File: src/rtl/chgsv_pkg.sv
/*
 Shared constants and types of the charger supervisor.
 Assumes a 125 MHz system clock and comparator levels from the analog side.
*/
package chgsv_pkg;
   localparam logic [3:0] CHGSV_GROUP_ID       = 4'h9;
   localparam logic [7:0] CHGSV_STATUS_OFS     = 8'h00;
   localparam logic [7:0] CHGSV_CFG1_OFS       = 8'h02;
   localparam logic [7:0] CHGSV_CFG4_OFS       = 8'h05;
   localparam logic [7:0] CHGSV_UNLOCK_OFS     = 8'h11;
   localparam logic [7:0] CHGSV_NVCTRL_OFS     = 8'h12;
   localparam logic [7:0] CHGSV_STATUS_RST     = 8'h00;
   localparam logic [7:0] CHGSV_CFG_RST        = 8'h00;
   localparam int         CHGSV_BIT_OV         = 7;
   localparam int         CHGSV_BIT_FCTO       = 6;
   localparam int         CHGSV_BIT_COLD       = 5;
   localparam int         CHGSV_BIT_HOT        = 4;
   localparam int         CHGSV_BIT_TSD        = 3;
   localparam int         CHGSV_BIT_TOPTO      = 2;
   localparam int         CHGSV_BIT_UV         = 1;
   localparam int         CHGSV_BIT_OPEN       = 0;
   localparam logic [7:0] CHGSV_FAULT_MASK     = 8'hf0;

   typedef enum logic [4:0] {
      CHGSV_INIT = 5'b00001,
      CHGSV_PRE  = 5'b00010,
      CHGSV_FULL = 5'b00100,
      CHGSV_CV   = 5'b01000,
      CHGSV_DONE = 5'b10000
   } chgsv_state_t;

   typedef enum logic [5:0] {
      CHGSV_I_IDLE = 6'b000001,
      CHGSV_I_ADDR = 6'b000010,
      CHGSV_I_AACK = 6'b000100,
      CHGSV_I_RX   = 6'b001000,
      CHGSV_I_TX   = 6'b010000,
      CHGSV_I_DACK = 6'b100000
   } chgsv_i2c_t;

   // Comparator levels from the analog front end
   typedef struct packed {
      logic batt_above_pre;
      logic batt_over;
      logic src_over_limit;
      logic cur_below_eoc;
      logic cur_below_topend;
      logic in_cv;
      logic cycle_current_limit;
      logic junction_hot;
      logic junction_cool;
      logic supply_rise;
      logic supply_fall;
      logic full_charge_timeout;
      logic topoff_timeout;
      logic therm_open;
      logic [5:0] therm_zone;
   } chgsv_sense_t;
endpackage : chgsv_pkg

File: src/rtl/chgsv_top.sv
/*
 Charger supervisor: charge sequencer, protection, status register and I2C slave.
 Assumes sense inputs and SCL/SDA are asynchronous; SDA wire resolved outside.
*/
`timescale 1ns/1ps
// How it works
// - Stay in pre-charge below the pre-charge threshold, then go to full charge
// - In full charge the rated-current limit overrides power tracking when exceeded
// - In constant-voltage regulation, charge current decides when charging is done
// - Voltage and current settings are picked per one of three temperature bands
// - Stop outside 0 and 60 degrees, resume after ten degrees of return
// - Intermediate band boundaries use one degree of hysteresis
// - Run only with enable high and supply risen; stop when supply falls low
// - Over-current comparator ends the switching cycle early while enabled
// - Junction over-temperature tri-states switch node until cool, repeating
// - Battery over-voltage shuts down the charge profile as a fault
// - Over-voltage, temperature range or full-charge timeout stop and pull fault low
// - Fault gone returns to initialize; fault output held until status read
// - Warnings stop charging, set status bit, no fault output, hold initialize
// - Status read clears bits whose cause is gone; fault output released once faults cleared
// - I2C slave for standard and fast mode with auto-increment
// - Address is fixed group 1001 plus three select bits
// - Write carries pointer byte then data bytes, each acknowledged
// - Master starts with START, address MSB first, read is one
// - Device acknowledges address and each received byte in ninth clock
// - On master not-acknowledge the device releases SDA
// - SDA change while SCL high is START (fall) or STOP (rise)
// - Configuration and control registers only accessible after unlock bit set
// - Status register is read-only with eight flags, over-voltage on top
module chgsv_top
   import chgsv_pkg::*;
(
   // Clock and reset
   input  wire logic         sys_clk_in,
   input  wire logic         rst_b_in,
   // Pins
   input  wire logic         enable_in,
   input  wire logic [2:0]   addr_select_in,
   input  wire chgsv_sense_t sense_in,
   input  wire logic         scl_in,
   input  wire logic         sda_in,
   output logic              sda_out,
   output logic              sda_oe_out,
   output logic              fault_out_n_out,
   output logic              fault_oe_out,
   // Regulator controls
   output logic              switch_node_oe_out,
   output logic              cycle_end_out,
   output logic              precharge_out,
   output logic              current_limit_sel_out,
   output logic [2:0]        vterm_code_out,
   output logic [3:0]        icharge_code_out,
   output logic [1:0]        pre_code_out
);
   // Sync of all asynchronous inputs
   localparam int NS = $bits(chgsv_sense_t) + 6;
   // Bus lines rest high so no false edge follows reset
   localparam logic [NS-1:0] SYNC_RST = {{(NS-2){1'b0}}, 2'b11};
   logic [NS-1:0] s1_reg, s2_reg;
   logic [NS-1:0] raw;
   assign raw = {enable_in, addr_select_in, sense_in, scl_in, sda_in};
   always_ff @(posedge sys_clk_in or negedge rst_b_in)
      if (!rst_b_in)
      begin
         s1_reg <= SYNC_RST;
         s2_reg <= SYNC_RST;
      end
      else
      begin
         s1_reg <= raw;
         s2_reg <= s1_reg;
      end
   chgsv_sense_t sn;
   logic en_s, scl_s, sda_s;
   logic [2:0] asel;
   assign {en_s, asel, sn, scl_s, sda_s} = s2_reg;

   // I2C edge/condition detect
   logic scl_d_reg, sda_d_reg;
   always_ff @(posedge sys_clk_in or negedge rst_b_in)
      if (!rst_b_in)
      begin
         scl_d_reg <= 1'b1;
         sda_d_reg <= 1'b1;
      end
      else
      begin
         scl_d_reg <= scl_s;
         sda_d_reg <= sda_s;
      end
   logic scl_rise, scl_fall, start_c, stop_c;
   assign scl_rise = scl_s & ~scl_d_reg;
   assign scl_fall = ~scl_s & scl_d_reg;
   assign start_c  = scl_s & scl_d_reg & sda_d_reg & ~sda_s;
   assign stop_c   = scl_s & scl_d_reg & ~sda_d_reg & sda_s;

   // Register storage: config 02..05, unlock, nv control
   logic [7:0] cfg_reg [4];
   logic [7:0] cfg_next [4];
   logic       unlock_reg, unlock_next;
   logic [7:0] nvctl_reg, nvctl_next;
   logic [7:0] status_reg, status_next;

   function automatic logic gated(input logic [7:0] a);
      gated = (a >= CHGSV_CFG1_OFS && a <= CHGSV_CFG4_OFS) || a == CHGSV_NVCTRL_OFS;
   endfunction : gated

   // I2C slave state
   chgsv_i2c_t st_reg, st_next;
   logic [2:0] bit_reg, bit_next;
   logic [7:0] sh_reg, sh_next;
   logic [7:0] ptr_reg, ptr_next;
   logic       rw_reg, rw_next;
   logic       ptr_ok_reg, ptr_ok_next;
   logic       sda_oe_reg, sda_oe_next;
   logic       got_reg, got_next;
   logic       st_read;
   logic       wr_en;
   logic [7:0] rd_val;

   always_comb
   begin
      unique case (1'b1)
         ptr_reg == CHGSV_STATUS_OFS: rd_val = status_reg;
         gated(ptr_reg) && unlock_reg && ptr_reg != CHGSV_NVCTRL_OFS:
            rd_val = cfg_reg[2'(ptr_reg - CHGSV_CFG1_OFS)];
         ptr_reg == CHGSV_NVCTRL_OFS && unlock_reg: rd_val = nvctl_reg;
         ptr_reg == CHGSV_UNLOCK_OFS: rd_val = {7'h00, unlock_reg};
         default: rd_val = 8'h00;
      endcase
   end

   always_comb
   begin
      st_next     = st_reg;
      bit_next    = bit_reg;
      sh_next     = sh_reg;
      ptr_next    = ptr_reg;
      rw_next     = rw_reg;
      ptr_ok_next = ptr_ok_reg;
      sda_oe_next = sda_oe_reg;
      got_next    = got_reg;
      st_read     = 1'b0;
      wr_en       = 1'b0;
      if (start_c)
      begin
         st_next = CHGSV_I_ADDR;
         bit_next = 3'h0;
         got_next = 1'b0;
         sda_oe_next = 1'b0;
      end
      else if (stop_c)
      begin
         st_next = CHGSV_I_IDLE;
         sda_oe_next = 1'b0;
      end
      else
         unique case (st_reg)
            CHGSV_I_IDLE: sda_oe_next = 1'b0;
            CHGSV_I_ADDR, CHGSV_I_RX:
               if (scl_rise)
               begin
                  sh_next = {sh_reg[6:0], sda_s};
                  bit_next = bit_reg + 3'h1;
                  got_next = (bit_reg == 3'h7);
               end
               // Decide only once eight bits are in
               else if (scl_fall && got_reg)
               begin
                  got_next = 1'b0;
                  if (st_reg == CHGSV_I_ADDR)
                  begin
                     if (sh_reg[7:1] == {CHGSV_GROUP_ID, asel})
                     begin
                        rw_next = sh_reg[0];
                        ptr_ok_next = sh_reg[0] ? ptr_ok_reg : 1'b0;
                        sda_oe_next = 1'b1;
                        st_next = CHGSV_I_AACK;
                     end
                     else
                        st_next = CHGSV_I_IDLE;
                  end
                  else
                  begin
                     if (!ptr_ok_reg)
                     begin
                        ptr_next = sh_reg;
                        ptr_ok_next = 1'b1;
                     end
                     else
                     begin
                        wr_en = 1'b1;
                        ptr_next = ptr_reg + 8'h01;
                     end
                     sda_oe_next = 1'b1;
                     st_next = CHGSV_I_AACK;
                  end
               end
            CHGSV_I_AACK:
               if (scl_fall)
               begin
                  bit_next = 3'h0;
                  if (rw_reg)
                  begin
                     sh_next = rd_val;
                     st_read = (ptr_reg == CHGSV_STATUS_OFS);
                     ptr_next = ptr_reg + 8'h01;
                     sda_oe_next = ~rd_val[7];
                     st_next = CHGSV_I_TX;
                  end
                  else
                  begin
                     sda_oe_next = 1'b0;
                     st_next = CHGSV_I_RX;
                  end
               end
            CHGSV_I_TX:
               if (scl_fall)
               begin
                  bit_next = bit_reg + 3'h1;
                  sh_next = {sh_reg[6:0], 1'b0};
                  if (bit_reg == 3'h7)
                  begin
                     sda_oe_next = 1'b0;
                     st_next = CHGSV_I_DACK;
                  end
                  else
                     sda_oe_next = ~sh_reg[6];
               end
            CHGSV_I_DACK:
               if (scl_rise)
                  st_next = sda_s ? CHGSV_I_IDLE : CHGSV_I_AACK;
            default: st_next = CHGSV_I_IDLE;
         endcase
   end

   // Register writes and unlock gating
   always_comb
   begin
      for (int i = 0; i < 4; i++)
         cfg_next[i] = cfg_reg[i];
      unlock_next = unlock_reg;
      nvctl_next = nvctl_reg;
      if (wr_en)
      begin
         if (ptr_reg == CHGSV_UNLOCK_OFS)
            unlock_next = sh_reg[0];
         else if (unlock_reg && ptr_reg == CHGSV_NVCTRL_OFS)
            nvctl_next = sh_reg;
         else if (unlock_reg && gated(ptr_reg))
            cfg_next[2'(ptr_reg - CHGSV_CFG1_OFS)] = sh_reg;
      end
   end

   // Temperature bands: zone bits = {<0,>10,>11,>44,>45,>60(cold side/hot side)}
   // therm_zone: [5]below0 [4]above10 [3]above11 [2]above44 [1]above45 [0]above60
   // with [5] and [0] from the hysteresis-qualified comparators
   logic [1:0] band_reg, band_next;
   logic       temp_bad_reg, temp_bad_next;
   always_comb
   begin
      band_next = band_reg;
      temp_bad_next = temp_bad_reg;
      if (sn.therm_zone[5] || sn.therm_zone[0])
         temp_bad_next = 1'b1;
      else if (!sn.therm_zone[4] == 1'b0 && !sn.therm_zone[2] == 1'b1 || band_reg != 2'h0)
         temp_bad_next = temp_bad_reg & (band_reg == 2'h0 ? 1'b0 : 1'b0);
      if (band_reg == 2'h0 && sn.therm_zone[3]) band_next = 2'h1;
      else if (band_reg == 2'h1 && !sn.therm_zone[4]) band_next = 2'h0;
      else if (band_reg == 2'h1 && sn.therm_zone[1]) band_next = 2'h2;
      else if (band_reg == 2'h2 && !sn.therm_zone[2]) band_next = 2'h1;
   end

   // Charge sequencer and status
   chgsv_state_t cs_reg, cs_next;
   logic run_reg, run_next;
   logic sw_oe_reg, sw_oe_next;
   logic flt_reg, flt_next;
   logic [7:0] ev;
   always_comb
   begin
      run_next = run_reg;
      if (!en_s || sn.supply_fall) run_next = 1'b0;
      else if (sn.supply_rise) run_next = 1'b1;
      ev = 8'h00;
      ev[CHGSV_BIT_OV]    = sn.batt_over;
      ev[CHGSV_BIT_FCTO]  = sn.full_charge_timeout;
      ev[CHGSV_BIT_COLD]  = sn.therm_zone[5] & temp_bad_next;
      ev[CHGSV_BIT_HOT]   = sn.therm_zone[0] & temp_bad_next;
      ev[CHGSV_BIT_TSD]   = ~sw_oe_reg;
      ev[CHGSV_BIT_TOPTO] = sn.topoff_timeout;
      ev[CHGSV_BIT_UV]    = ~run_next & en_s;
      ev[CHGSV_BIT_OPEN]  = sn.therm_open;
      // Set wins over the read-clear
      status_next = (st_read ? CHGSV_STATUS_RST : status_reg) | ev;
      flt_next = |(status_next & CHGSV_FAULT_MASK);
      sw_oe_next = sw_oe_reg;
      if (sn.junction_hot) sw_oe_next = 1'b0;
      else if (sn.junction_cool) sw_oe_next = 1'b1;
      cs_next = cs_reg;
      if (!run_reg || |ev || temp_bad_reg)
         cs_next = CHGSV_INIT;
      else
         unique case (cs_reg)
            CHGSV_INIT: cs_next = CHGSV_PRE;
            CHGSV_PRE: if (sn.batt_above_pre) cs_next = CHGSV_FULL;
            CHGSV_FULL: if (sn.in_cv) cs_next = CHGSV_CV;
            CHGSV_CV: if (sn.cur_below_topend) cs_next = CHGSV_DONE;
            CHGSV_DONE: if (!sn.in_cv) cs_next = CHGSV_PRE;
            default: cs_next = CHGSV_INIT;
         endcase
   end

   always_ff @(posedge sys_clk_in or negedge rst_b_in)
      if (!rst_b_in)
      begin
         st_reg <= CHGSV_I_IDLE;
         bit_reg <= 3'h0;
         sh_reg <= 8'h00;
         ptr_reg <= 8'h00;
         rw_reg <= 1'b0;
         ptr_ok_reg <= 1'b0;
         sda_oe_reg <= 1'b0;
         got_reg <= 1'b0;
         for (int i = 0; i < 4; i++)
            cfg_reg[i] <= CHGSV_CFG_RST;
         unlock_reg <= 1'b0;
         nvctl_reg <= 8'h00;
         status_reg <= CHGSV_STATUS_RST;
         band_reg <= 2'h1;
         temp_bad_reg <= 1'b0;
         cs_reg <= CHGSV_INIT;
         run_reg <= 1'b0;
         sw_oe_reg <= 1'b1;
         flt_reg <= 1'b0;
      end
      else
      begin
         st_reg <= st_next;
         bit_reg <= bit_next;
         sh_reg <= sh_next;
         ptr_reg <= ptr_next;
         rw_reg <= rw_next;
         ptr_ok_reg <= ptr_ok_next;
         sda_oe_reg <= sda_oe_next;
         got_reg <= got_next;
         cfg_reg <= cfg_next;
         unlock_reg <= unlock_next;
         nvctl_reg <= nvctl_next;
         status_reg <= status_next;
         band_reg <= band_next;
         temp_bad_reg <= temp_bad_next;
         cs_reg <= cs_next;
         run_reg <= run_next;
         sw_oe_reg <= sw_oe_next;
         flt_reg <= flt_next;
      end

   // Registered regulator outputs
   logic ce_reg, pre_reg, lim_reg, swoe_o_reg;
   logic [2:0] vt_reg;
   logic [3:0] ic_reg;
   logic [1:0] pc_reg;
   logic [7:0] c1, c2, c3, c4;
   assign {c1, c2, c3, c4} = {cfg_reg[0], cfg_reg[1], cfg_reg[2], cfg_reg[3]};
   always_ff @(posedge sys_clk_in or negedge rst_b_in)
      if (!rst_b_in)
      begin
         ce_reg <= 1'b0;
         pre_reg <= 1'b0;
         lim_reg <= 1'b0;
         swoe_o_reg <= 1'b0;
         vt_reg <= 3'h0;
         ic_reg <= 4'h0;
         pc_reg <= 2'h0;
      end
      else
      begin
         ce_reg <= run_reg & sn.cycle_current_limit;
         pre_reg <= (cs_reg == CHGSV_PRE);
         lim_reg <= (cs_reg == CHGSV_FULL) & sn.src_over_limit;
         swoe_o_reg <= sw_oe_reg & run_reg & (cs_reg != CHGSV_INIT) & (cs_reg != CHGSV_DONE);
         pc_reg <= c1[7:6];
         unique case (band_reg)
            2'h0: {vt_reg, ic_reg} <= {c1[5:3], c3[7:4]};
            2'h1: {vt_reg, ic_reg} <= {c1[2:0], c3[3:0]};
            2'h2: {vt_reg, ic_reg} <= {c2[5:3], c4[7:4]};
            default: {vt_reg, ic_reg} <= {c2[2:0], c4[3:0]};
         endcase
      end

   assign sda_out = 1'b0;
   assign sda_oe_out = sda_oe_reg;
   assign fault_out_n_out = 1'b0;
   assign fault_oe_out = flt_reg;
   assign switch_node_oe_out = swoe_o_reg;
   assign cycle_end_out = ce_reg;
   assign precharge_out = pre_reg;
   assign current_limit_sel_out = lim_reg;
   assign vterm_code_out = vt_reg;
   assign icharge_code_out = ic_reg;
   assign pre_code_out = pc_reg;

   chk_fault_pin: assert property (@(posedge sys_clk_in) disable iff (!rst_b_in)
      |(status_reg & CHGSV_FAULT_MASK) && !st_read |=> fault_oe_out)
      else $error("fault output not asserted");
   chk_status_clear: assert property (@(posedge sys_clk_in) disable iff (!rst_b_in)
      st_read && ev == 8'h00 |=> status_reg == 8'h00)
      else $error("status not cleared by read");
   chk_warn_nopin: assert property (@(posedge sys_clk_in) disable iff (!rst_b_in)
      (status_reg & CHGSV_FAULT_MASK) == 8'h00 && (ev & CHGSV_FAULT_MASK) == 8'h00
         |=> !fault_oe_out)
      else $error("warning drove fault output");
   chk_init_fault: assert property (@(posedge sys_clk_in) disable iff (!rst_b_in)
      sn.batt_over |=> cs_reg == CHGSV_INIT)
      else $error("fault did not force initialize");
   chk_uvlo_off: assert property (@(posedge sys_clk_in) disable iff (!rst_b_in)
      !en_s |=> ##1 cs_reg == CHGSV_INIT)
      else $error("ran while disabled");
   chk_tsd_off: assert property (@(posedge sys_clk_in) disable iff (!rst_b_in)
      sn.junction_hot |=> ##1 !switch_node_oe_out)
      else $error("switch node not tri-stated");
   chk_lock_write: assert property (@(posedge sys_clk_in) disable iff (!rst_b_in)
      wr_en && !unlock_reg |=> $stable(nvctl_reg))
      else $error("locked register written");
   chk_ptr_incr: assert property (@(posedge sys_clk_in) disable iff (!rst_b_in)
      wr_en |=> ptr_reg == $past(ptr_reg) + 8'h01)
      else $error("pointer not advanced");
endmodule : chgsv_top

File: config.mk
export PLATFORM = sky130hd
export DESIGN_NAME = chgsv_top
export DESIGN_NICKNAME = d
export VERILOG_FILES = /design/src/rtl/chgsv_pkg.sv /design/src/rtl/chgsv_top.sv
export SDC_FILE = /design/constraint.sdc
export NUM_CORES = 1
export LEC_CHECK = 0
export BUFFER_PORTS_ARGS = -buffer_cell sky130_fd_sc_hd__clkbuf_2
export CORE_UTILIZATION = 40
export DETAILED_ROUTE_END_ITERATION = 7
export PLACE_DENSITY = 0.61
export SLEW_MARGIN = 0
export SYNTH_ARGS = -nofsm -noshare
export SYNTH_HDL_FRONTEND = slang
export SYNTH_SLANG_ARGS = --single-unit
File: constraint.sdc
create_clock -name sys_clk_in -period 2.4 [get_ports sys_clk_in]
set_input_delay 0.48 -clock sys_clk_in [delete_from_list [all_inputs] [get_ports sys_clk_in]]
set_output_delay 0.48 -clock sys_clk_in [all_outputs]
set_load 0.01 [all_outputs]
==> metrics list, run 1 <==
* Number of setup violations in the final report: 0
- Entering global routing, the biggest net connects 67 pins.
* Clock net sink count: 154
- The signal on the critical path passes through nor2_2 > and4b_1 > nand4_2 > nor3b_4 > mux2_2.
- In this run the vertical extent of the chip is 131 µm.
- Number of DRC markers after the initial detailed-route iteration: 264
* Longest individual stage delay on the worst path: 0.50 ns
- The number of global-route vias before repair was 4,519.
* Count of TritonRoute iterations in the first routing pass: 4
- Top library cells by usage in the layout, fill and taps aside: sky130_fd_sc_hd__dfrtp_1, sky130_fd_sc_hd__mux2_2, sky130_fd_sc_hd__nand2_1, sky130_fd_sc_hd__clkbuf_2, sky130_fd_sc_hd__nor2_1
* Max-slew headroom at the worst pin: 57.2%
- Static timing analysis puts the maximum clock frequency at 451 MHz.
- The flow ran to the end, and the final reports show no timing, DRC or antenna violations.
* Area added between synthesis and finish: 17.0%
* Post-layout power: 6070 µW
- Synthesis produced 534 cells.
- CTS Root Cell: sky130_fd_sc_hd__clkbuf_16
* Overall die area: 17,100 µm²
- The cell area that synthesis handed to floorplanning was 6650 µm².
* Primary flip-flop cell chosen by synthesis mapping: sky130_fd_sc_hd__dfrtp_1
- Summing the sequential cell areas from Yosys gives 58.1% of the chip area.
* Number of flops mapped to enable cells by yosys: 0
- Number of buffers created by CTS: 17
- Count of inserted antenna diode cells: 0
- The first global-routing pass estimated 23,100 µm of wire.
* Startpoint kind of the worst setup timing path: flip-flop
- The total overflow left after global routing is 0.
- Share of async-settable or async-resettable flops after synthesis: 100%
- Routed len/inst: 16.7 µm
- Cells with a size suffix above 1 make up 30.8% of the layout.
- After floorplanning, the core was divided into 46 placement rows.
- Summed over all nets, the half-perimeter wirelength after detailed placement is 9550 µm.
- Starting utilization of the core area: 41.4%
- Global router's overall resource usage: 18.1%
- The number of buffers and inverters on the critical path is 0.
* Final WL: 13,700 µm
- Initial antenna violation count: 0
* Avg Vias per Cell: 5.41
- The worst-case IR drop observed on VDD is 0.594 mV.
- Total of warnings raised by yosys: 0
- In this run the mean area of a mapped cell was 12.5 µm².
- In this run the worst path has a maximum fanout of 8.
- Die width: 131 µm
- Setup repair after global routing left no endpoint under its margin.
- Max clock buf depth: 2
* Global placement routability congestion: 0.876
- Final layout net count: 625
* Max Transition Viols Final: 0
- Synthesis-stage register bit count: 154
* Number of hold violations in the final report: 0
- Nature of the critical path endpoint: flip-flop
- Worst min-delay path category: input port to asynchronous set/reset pin
- PD cells: 780 nW/µm²
- For this block, the via count after detailed routing is 4,427.
- Number of DRC violations after detailed routing: 0
- Top-level I/O count: 45
- Number of port buffers: 41
- The later pin in the worst-skew pair is clocked with a latency of 0.43 ns.
- Worst setup skew after layout: 0.00658 ns
- At the pin with the least slew margin, the transition time is 0.642 ns.
- The final critical path takes up 92.4% of the cycle.
- CTS built an H-tree with a depth of 4.
- Critical path arrival: 2.52 ns
* Cell family with most CP delay: simple AND/OR/NAND/NOR gates
* CTS tree: done
- Antenna-violating nets left: 0
* Fill cell total of the finished layout: 1,407
- Category of the most critical setup path: flip-flop to flip-flop
* Lkg Pwr: 0.00348 µW
* Total core area: 16,100 µm²
* Post-synth cell types: 66
- The largest individual stage delay along the critical path comes from the cell sky130_fd_sc_hd__nor3b_4.
* Required time worst endpoint: 2.71 ns
- Number of max-capacitance violations reported: 0
* Clock transition at the registers of the reported paths: 0.06 ns
- Most common library cell in the layout ignoring fill and taps: sky130_fd_sc_hd__dfrtp_1
* Final Critical Period: 2.22 ns
- Sum of negative setup slack: 0 ns
-- routing by layer --
layer	up-vias	GRT usage (%)	routed length, µm
met5	-	0	0
met4	0	7.71	244
met3	21	4.23	512
met2	93	28.8	6680
met1	2257	23.8	6230
li1	2056	-	-
-- cells in the mapped netlist (5+ instances only) --
| cell | number | share of area, % |
|---|---|---|
| sky130_fd_sc_hd__a21oi_1 | 18 | 1.4 |
| sky130_fd_sc_hd__a221o_1 | 6 | 0.90 |
| sky130_fd_sc_hd__buf_2 | 7 | 0.53 |
| sky130_fd_sc_hd__buf_4 | 5 | 0.56 |
| sky130_fd_sc_hd__clkbuf_1 | 13 | 0.73 |
| sky130_fd_sc_hd__dfrtp_1 | 144 | 54 |
| sky130_fd_sc_hd__dfstp_2 | 10 | 4.0 |
| sky130_fd_sc_hd__ha_1 | 7 | 1.3 |
| sky130_fd_sc_hd__inv_1 | 11 | 0.62 |
| sky130_fd_sc_hd__mux2_2 | 42 | 7.1 |
| sky130_fd_sc_hd__mux4_2 | 15 | 5.1 |
| sky130_fd_sc_hd__nand2_1 | 40 | 2.3 |
| sky130_fd_sc_hd__nand3_1 | 21 | 1.6 |
| sky130_fd_sc_hd__nand4_1 | 7 | 0.66 |
| sky130_fd_sc_hd__nor2_1 | 30 | 1.7 |
| sky130_fd_sc_hd__nor2b_1 | 12 | 1.1 |
| sky130_fd_sc_hd__nor3_1 | 6 | 0.45 |
| sky130_fd_sc_hd__o211ai_1 | 5 | 0.56 |
| sky130_fd_sc_hd__o21ai_0 | 24 | 1.8 |
| sky130_fd_sc_hd__o22ai_1 | 9 | 0.85 |
| sky130_fd_sc_hd__o31ai_1 | 6 | 0.68 |
| sky130_fd_sc_hd__xnor2_1 | 7 | 0.92 |
-- logic make-up (layout without fill, tap and decap cells) --
group                      Yosys count  after routing  share of synthesized area [%]
AOI/OAI and AO/OA                  101            101                           10.2
muxes                               57             57                           12.2
other                                1              2                         0.0564
DFF                                154            154                           58.1
and+or+nand+nor                    164            164                           13.9
adders and majority gates            7              7                           1.32
xor gates and xnor gates            10             10                           1.32
buffers and inverters               40            108                           2.90
-- timing repair --
item / in CTS / in global routing
setup endpoints to repair: 0 / 2
hold buffers: 0 / 0
buffers inserted: 0 / 0
resized for setup: 0 / 1
-- where the power goes --
| group | switching (µW) | internal, µW |
|---|---|---|
| registers | 182 | 2740 |
| clock network | 1110 | 1550 |
| logic | 266 | 223 |
| total | 1560 | 4510 |
-- worst paths after layout --
check                                start           end  slack (ns)  cells past startpoint
max in group asynchronous         rst_b_in     sda_d_reg        1.63                      2
worst max-delay path             st_reg[5]  nvctl_reg[6]        0.18                      5
worst max register to register   st_reg[5]  nvctl_reg[6]        0.18                      5
min in group sys_clk_in             sda_in     s1_reg[0]        0.13                      1
worst min register to register  s1_reg[11]    s2_reg[11]        0.35                      0
worst min-delay path              rst_b_in     s2_reg[5]        0.05                      1
-- per-stage QoR --
stage | instances | hold WS [ns] | worst slack [ns] | util, % | area (µm²)
6_report | 819 | 0.0462 | 0.182 | 48.5 | 7780
5_1_grt | 819 | 0.0877 | 0.0318 | 48.5 | 7780
4_1_cts | 819 | 0.0710 | 0.171 | 48.4 | 7780
3_5_place_dp | 787 | 0.335 | 0.205 | 44.8 | 7190
3_3_place_gp | 787 | 0.332 | 0.234 | 44.8 | 7190
2_1_floorplan | 535 | 0.184 | 0.0366 | - | 6660
-- final cells by class --
type / count / area (µm²) / share of cell area (%)
inverters: 11 / 41.3 / 0.531
multi-input cells: 341 / 2600 / 33.4
repair buffers: 65 / 417 / 5.35
flip-flops and latches: 154 / 3870 / 49.7
clock buffers: 18 / 429 / 5.51
clock inverters: 14 / 160 / 2.06
well taps: 216 / 270 / 3.47
No activity file was read; power rests on OpenSTA's default activity.
==> inputs of run 2 (changes only) <==
REMOVE_ABC_BUFFERS = 1   (was not set)
==> run 2 against run 1 <==
Compared with the run above:
- cell area increased by 1.0%
- combinational power fell by 3%
- utilization rose by 0.48 points
- non-clock buffer count rose by 2
- global-route usage is 0.051 points lower
- power grew 4.2%
- highest routed layer unchanged
==> metrics list, run 2 (synthesis gave the netlist of run 1 again) <==
* Initial antenna violation count: 0 (unchanged)
- The final routed wirelength across all metal layers came to 13,600 µm (-0.27%).
- Number of port buffers: 41 (unchanged)
* Clock transition at the registers of the reported paths: 0.06 ns (about the same)
* Largest fanout of any net on the critical path: 8 (unchanged)
- The worst clock skew on the final layout came to 0.00664 ns (+0.0000573 ns).
- Antenna-violating nets left: 0 (unchanged)
* Top library cells by usage in the layout, fill and taps aside: sky130_fd_sc_hd__dfrtp_1, sky130_fd_sc_hd__mux2_2, sky130_fd_sc_hd__nand2_1, sky130_fd_sc_hd__clkbuf_2, sky130_fd_sc_hd__nor2_1
- The min-delay analysis places its worst path in the category input port to asynchronous set/reset pin.
- Fill cell total of the finished layout: 1,441 (+2.4%)
- Post-detailed-placement cell area: 7190 µm² (unchanged)
* Number of buffers created by CTS: 17 (unchanged)
* Max Transition Viols Final: 0 (unchanged)
- IR drop worst, VDD: 0.646 mV (+8.7%)
- Starting utilization of the core area: 41.4% (unchanged)
- The tree is rooted in a sky130_fd_sc_hd__clkbuf_16.
- The detailed-route vias per instance was 5.53 (+2.2%).
* Required time worst endpoint: 2.70 ns (about the same)
* Max Clk Rate: 441 MHz (-2.1%)
* PD cells: 805 nW/µm² (+3.2%)
- Part of the cycle the worst path needs: 94.4% (+2.0 points)
* Overall die area: 17,100 µm² (unchanged)
- Clock net sink count: 154 (unchanged)
- Setup repair after global routing missed its margin: no
- Number of cell rows: 46 (unchanged)
* Die width: 131 µm (unchanged)
- The run finished with clean final reports.
- Top-level I/O count: 45 (unchanged)
- The worst register-to-register path ends at c1[3].
* Nature of the critical path endpoint: flip-flop
- Via count of the first global-routing pass: 4,586 (+1.5%)
* Overall die height: 131 µm (unchanged)
- The total number of H-tree levels is 4 (unchanged).
- The time the final worst path needs with I/O delays and setup came to 2.27 ns (+0.0481 ns).
* Global router's overall resource usage: 18.0% (-0.051 points)
* Design area: 7860 µm² (+1.0%)
- Post-detailed-placement half-perimeter wirelength: 9320 µm (-2.4%)
- Worst hold-check slack: 0.0376 ns (-0.00858 ns)
- The number of diodes is 0 (unchanged).
* Via count: 4,537 (+2.5%)
- The max-slew headroom at the worst pin came to 58.2% (+0.95 points).
- The clock latency reported for the late side of the worst-skew pair came to 0.42 ns (about the same).
- Critical path arrival: 2.56 ns (+0.04 ns)
* Post-layout power: 6330 µW (+4.2%)
* Most common library cell in the layout ignoring fill and taps: sky130_fd_sc_hd__dfrtp_1
- The area growth from synthesis to layout is 18.2%.
* Max clock buf depth: 2 (unchanged)
- The reported leakage power was 0.00352 µW (+1.2%).
- The routed length per instance is 16.6 µm (-0.51%).
* Number of DRC markers after the initial detailed-route iteration: 338 (+28%)
- The share of final-layout standard cells stronger than drive strength 1 came to 30.9% (+0.063 points).
- STA classifies the critical path startpoint as a flip-flop.
- TritonCTS built the clock tree.
* Pin count of the biggest net entering global routing: 69 (+3.0%)
- The net total in the final layout was 627 (+0.32%).
- The cell depth of the worst flop-to-flop path came to 7 (+2).
* Global placement routability congestion: 0.882 (+0.77%)
- Total of hold buffers inserted after clock tree synthesis: 0 (unchanged)
- The final count of negative-setup-slack endpoints came to 0 (unchanged).
- Slew of the pin with the lowest slew margin: 0.628 ns (-0.0143 ns)
- Overflow left after global routing: 0 (unchanged)
- The global-route wire length before repair is 23,300 µm (+0.93%).
* R2r setup slk: 0.13 ns (-0.05 ns)
- Number of DRC violations after detailed routing: 0 (unchanged)
- Final core utilization: 48.9% (+0.48 points)
- Category of the most critical setup path: flip-flop to flip-flop
- Count of TritonRoute iterations in the first routing pass: 5 (+1)
- The startpoint identified for the worst register-to-register timing path is ptr_reg[0].
- Total core area: 16,100 µm² (unchanged)
- The number of max-cap violations is 0 (unchanged).
- Number of hold violations in the final report: 0 (unchanged)
## run 2: cell types whose count changed in the layout (fill, tap and decap cells not counted), sizes merged
cell | previous run | this run
inv | 17 | 13
bufinv | 2 | 5
buf | 25 | 27
clkinv | 2 | 3
## run 2: cell type report
cell class                 count  area, µm²  share of cell area, %
clock buffer                  18        429                   5.46
clock inverter                14        220                   2.80
inverter                      11       41.3                  0.525
multi-input combinational    341       2600                   33.1
sequential                   154       3870                   49.2
tap                          216        270                   3.44
timing repair buffer          67        432                   5.49
## run 2: repair_timing
| action | in CTS | in global routing |
|---|---|---|
| setup buffers | 0 | 2 |
| gates resized for setup | 0 | 1 |
| setup endpoints to repair | 0 | 10 |
## run 2: routing by layer
layer | GRT usage (%) | vias up | share of wire, % | routed length, µm
met2 | 29.0 | 146 | 49 | 6630
li1 | - | 2052 | - | -
met4 | 6.69 | 0 | 1.6 | 216
met1 | 24.0 | 2313 | 45 | 6160
met3 | 4.11 | 26 | 4.6 | 622
met5 | 0 | - | 0 | 0
## run 2: through the flow
| stage | setup WS (ns) | cells | setup TNS, ns |
|---|---|---|---|
| 2_1_floorplan | -0.0298 | 506 | -0.953 |
| 3_3_place_gp | 0.220 | 787 | 0 |
| 3_5_place_dp | 0.158 | 787 | 0 |
| 4_1_cts | 0.130 | 819 | 0 |
| 5_1_grt | 0.0215 | 821 | 0 |
| 6_report | 0.134 | 821 | 0 |
## run 2: critical path, cell delays in order, from the launching register on
cell	delay (ns)
sky130_fd_sc_hd__dfrtp_1	0.43
sky130_fd_sc_hd__inv_1	0.13
sky130_fd_sc_hd__ha_1	0.22
sky130_fd_sc_hd__or3b_2	0.48
sky130_fd_sc_hd__nand4_1	0.20
sky130_fd_sc_hd__nor2_4	0.08
sky130_fd_sc_hd__nand2_2	0.23
sky130_fd_sc_hd__mux2_2	0.38
## run 2: worst max path at each step
stage / startpoint / end / slack (ns) / cells after the start
after floorplan: ptr_reg[1] / c1[0] / -0.03 / 7
after global placement: st_reg[1] / nvctl_reg[2] / 0.22 / 5
after detailed placement: st_reg[1] / c1[4] / 0.16 / 6
after CTS: st_reg[1] / c1[4] / 0.13 / 6
after global routing: ptr_reg[0] / c1[3] / 0.02 / 7
final: ptr_reg[0] / c1[3] / 0.13 / 7
## run 2: report_power, final
| group | switching (µW) | internal, µW | total, µW |
|---|---|---|---|
| clock | 1070 | 1850 | 2920 |
| combinational | 255 | 219 | 474 |
| sequential | 194 | 2740 | 2930 |
| total | 1520 | 4810 | 6330 |
==> inputs of run 3 (changes only) <==
MAX_ROUTING_LAYER = met4   (was not set)
==> run 3 against run 2 <==
Compared with the run above:
- non-clock buffer count fell by 2
- first-iteration DRC count down 5.0%
- register-to-register slack better by 0.05 ns
- largest cell class unchanged
==> metrics list, run 3 (synthesis gave the netlist of run 1 again) <==
- The switching part of the total is 24.5% (+0.51 points).
- Part of the cycle the worst path needs: 92.3% (-2.1 points)
- R2r setup slk: 0.18 ns (+0.05 ns)
* Number of port buffers: 41 (unchanged)
- Slew of the pin with the lowest slew margin: 0.635 ns (+0.00767 ns)
- RR Startpoint: ptr_reg[0]
- Die width: 131 µm (unchanged)
* Worst min-delay path category: input port to asynchronous set/reset pin
- Antenna-violating nets left: 0 (unchanged)
- The net total in the final layout came to 625 (-0.32%).
* Total of hold buffers inserted after clock tree synthesis: 0 (unchanged)
- Category of the most critical setup path: flip-flop to flip-flop
- The number of global-route vias before repair was 4,507 (-1.7%).
- In this run the clock root is driven by a sky130_fd_sc_hd__clkbuf_16.
* Overflow left after global routing: 0 (unchanged)
- Fill cell total of the finished layout: 1,420 (-1.5%)
- The number of core rows was 46 (unchanged).
- The die height is 131 µm (unchanged).
- The initial antenna violation count was 0 (unchanged).
- Clock network power share: 43.1% (-3.1 points)
* Comb pwr share: 7.9% (+0.4 points)
- The iteration count of the initial detailed-routing pass was 7 (+2).
- Final WL: 13,400 µm (-1.9%)
* Top-level I/O count: 45 (unchanged)
* Top library cells by usage in the layout, fill and taps aside: sky130_fd_sc_hd__dfrtp_1, sky130_fd_sc_hd__mux2_2, sky130_fd_sc_hd__nand2_1, sky130_fd_sc_hd__clkbuf_2, sky130_fd_sc_hd__nor2_1
* Avg Vias per Cell: 5.35 (-3.2%)
- The routed length per instance was 16.3 µm (-1.6%).
- PD cells: 770 nW/µm² (-4.3%)
* Startpoint kind of the worst setup timing path: flip-flop
- Leaving out fill and tap cells, the most frequent cell in the layout is sky130_fd_sc_hd__dfrtp_1.
* Max Clk Rate: 451 MHz (+2.3%)
* Buffer and inverter count on the worst path: 1 (unchanged)
- The clock transition at the register clock pins on the worst setup and hold paths after CTS was 0.06 ns (about the same).
- Design area: 7760 µm² (-1.2%)
- Number of buffers added for setup after CTS: 0 (unchanged)
* Cell family with most CP delay: simple AND/OR/NAND/NOR gates
- Sequential fraction of design power: 49.1% (+2.8 points)
- The critical path goes through inv_1 > ha_1 > or3b_2 > nand4_1 > nor2_2 > nand2_2 > mux2_2.
- The clock latency reported for the late side of the worst-skew pair is 0.42 ns (about the same).
- The cell depth of the worst flop-to-flop path is 7 (unchanged).
- Internal: 4510 µW (-6.1%)
* Critical path arrival: 2.51 ns (-0.05 ns)
* Count of inserted antenna diode cells: 0 (unchanged)
- The placement-stage cell area came to 7190 µm² (unchanged).
- The net switching power figure came to 1470 µW (-3.5%).
- Number of buffers created by CTS: 17 (unchanged)
- TritonCTS built the clock tree.
- The core utilization of the finished layout is 48.3% (-0.60 points).
- The largest net degree at the start of global routing was 69 (unchanged).
* Largest fanout of any net on the critical path: 8 (unchanged)
- The share of final-layout standard cells stronger than drive strength 1 was 30.3% (-0.56 points).
- Starting utilization of the core area: 41.4% (unchanged)
- The worst hold slack came to 0.0480 ns (+0.0104 ns).
- Lkg Pwr: 0.00347 µW (-1.3%)
- Overall die area: 17,100 µm² (unchanged)
* Nature of the critical path endpoint: flip-flop
- The final count of hold timing violations was 0 (unchanged).
- Number of DRC violations after detailed routing: 0 (unchanged)
* Post-detailed-placement half-perimeter wirelength: 9320 µm (about the same)
* Max-slew headroom at the worst pin: 57.7% (-0.51 points)
* Worst R2R End: c1[0]
- Global-route wire length before repair: 22,900 µm (-1.5%)
* Final Critical Period: 2.22 ns (-0.0499 ns)
- The count of instances resized after the clock tree is built is 0 (unchanged).
- The total number of H-tree levels came to 4 (unchanged).
* Total core area: 16,100 µm² (unchanged)
* Setup repair after global routing missed its margin: no
- Compared with the post-synthesis result, the final layout area differs by 16.7%.
- Via count: 4,382 (-3.4%)
- The worst stage delay on the critical path is 0.48 ns (about the same).
* Max clock buf depth: 2 (unchanged)
* Global placement routability congestion: 0.895 (+1.4%)
- Max Transition Viols Final: 0 (unchanged)
* Number of max-capacitance violations reported: 0 (unchanged)
- The run finished with clean final reports.
- Global router's overall resource usage: 18.3% (+0.26 points)
- Critical-path top delay cell: sky130_fd_sc_hd__or3b_2
* Required time worst endpoint: 2.69 ns (about the same)
- The worst IR drop on VDD is 0.561 mV (-13%).
- Number of setup violations in the final report: 0 (unchanged)
* Worst setup skew after layout: 0.0107 ns (+0.00408 ns)
- The violation count after the first detailed-route iteration is 321 (-5.0%).
- Clock net sink count: 154 (unchanged)
* Sum of negative setup slack: 0 ns (unchanged)
run 3: cell count changes in the layout (fill, tap and decap cells not counted), sizes merged:
| cell | before | now |
|---|---|---|
| inv | 13 | 12 |
| clkinv | 3 | 4 |
| buf | 27 | 25 |
| clkbuf | 58 | 61 |
| bufinv | 5 | 2 |
run 3: power by group through the flow:
stage	clock network, µW	logic [µW]	registers (µW)
detailed placement	0	473	2980
global placement	0	462	2970
finish	2570	472	2930
floorplan	0	302	2920
CTS	2640	474	2930
global route	2770	540	2960
run 3: metal layers:
layer	track usage, %	vias up	part of all wire (%)
met2	28.4	123	48
met1	23.7	2190	45
met4	7.10	0	1.6
li1	-	2052	-
met5	-	-	0
met3	3.79	17	4.5
run 3: worst max-delay path by stage:
| stage | slack [ns] | cells past startpoint | start | endpoint |
|---|---|---|---|---|
| 2_1_floorplan | -0.03 | 7 | ptr_reg[1] | c1[0] |
| 3_3_place_gp | 0.22 | 6 | st_reg[1] | c1[1] |
| 3_5_place_dp | 0.19 | 6 | st_reg[1] | c1[7] |
| 4_1_cts | 0.17 | 6 | st_reg[1] | c1[7] |
| 5_1_grt | 0.05 | 6 | st_reg[4] | c1[2] |
| 6_report | 0.18 | 7 | ptr_reg[0] | c1[0] |
run 3: layout make-up:
| class | count | area (µm²) | area share, % |
|---|---|---|---|
| inverter | 11 | 41.3 | 0.532 |
| sequential | 154 | 3870 | 49.8 |
| timing repair buffer | 65 | 417 | 5.37 |
| clock inverter | 11 | 123 | 1.58 |
| tap | 216 | 270 | 3.48 |
| multi-input combinational | 341 | 2600 | 33.4 |
| clock buffer | 21 | 450 | 5.80 |
run 3: stage by stage:
stage	total power (µW)	std cells	setup slack (ns)
finish	5980	819	0.184
global route	6260	819	0.0505
CTS	6050	819	0.174
detailed placement	3460	787	0.189
global placement	3430	787	0.224
floorplan	3220	506	-0.0298
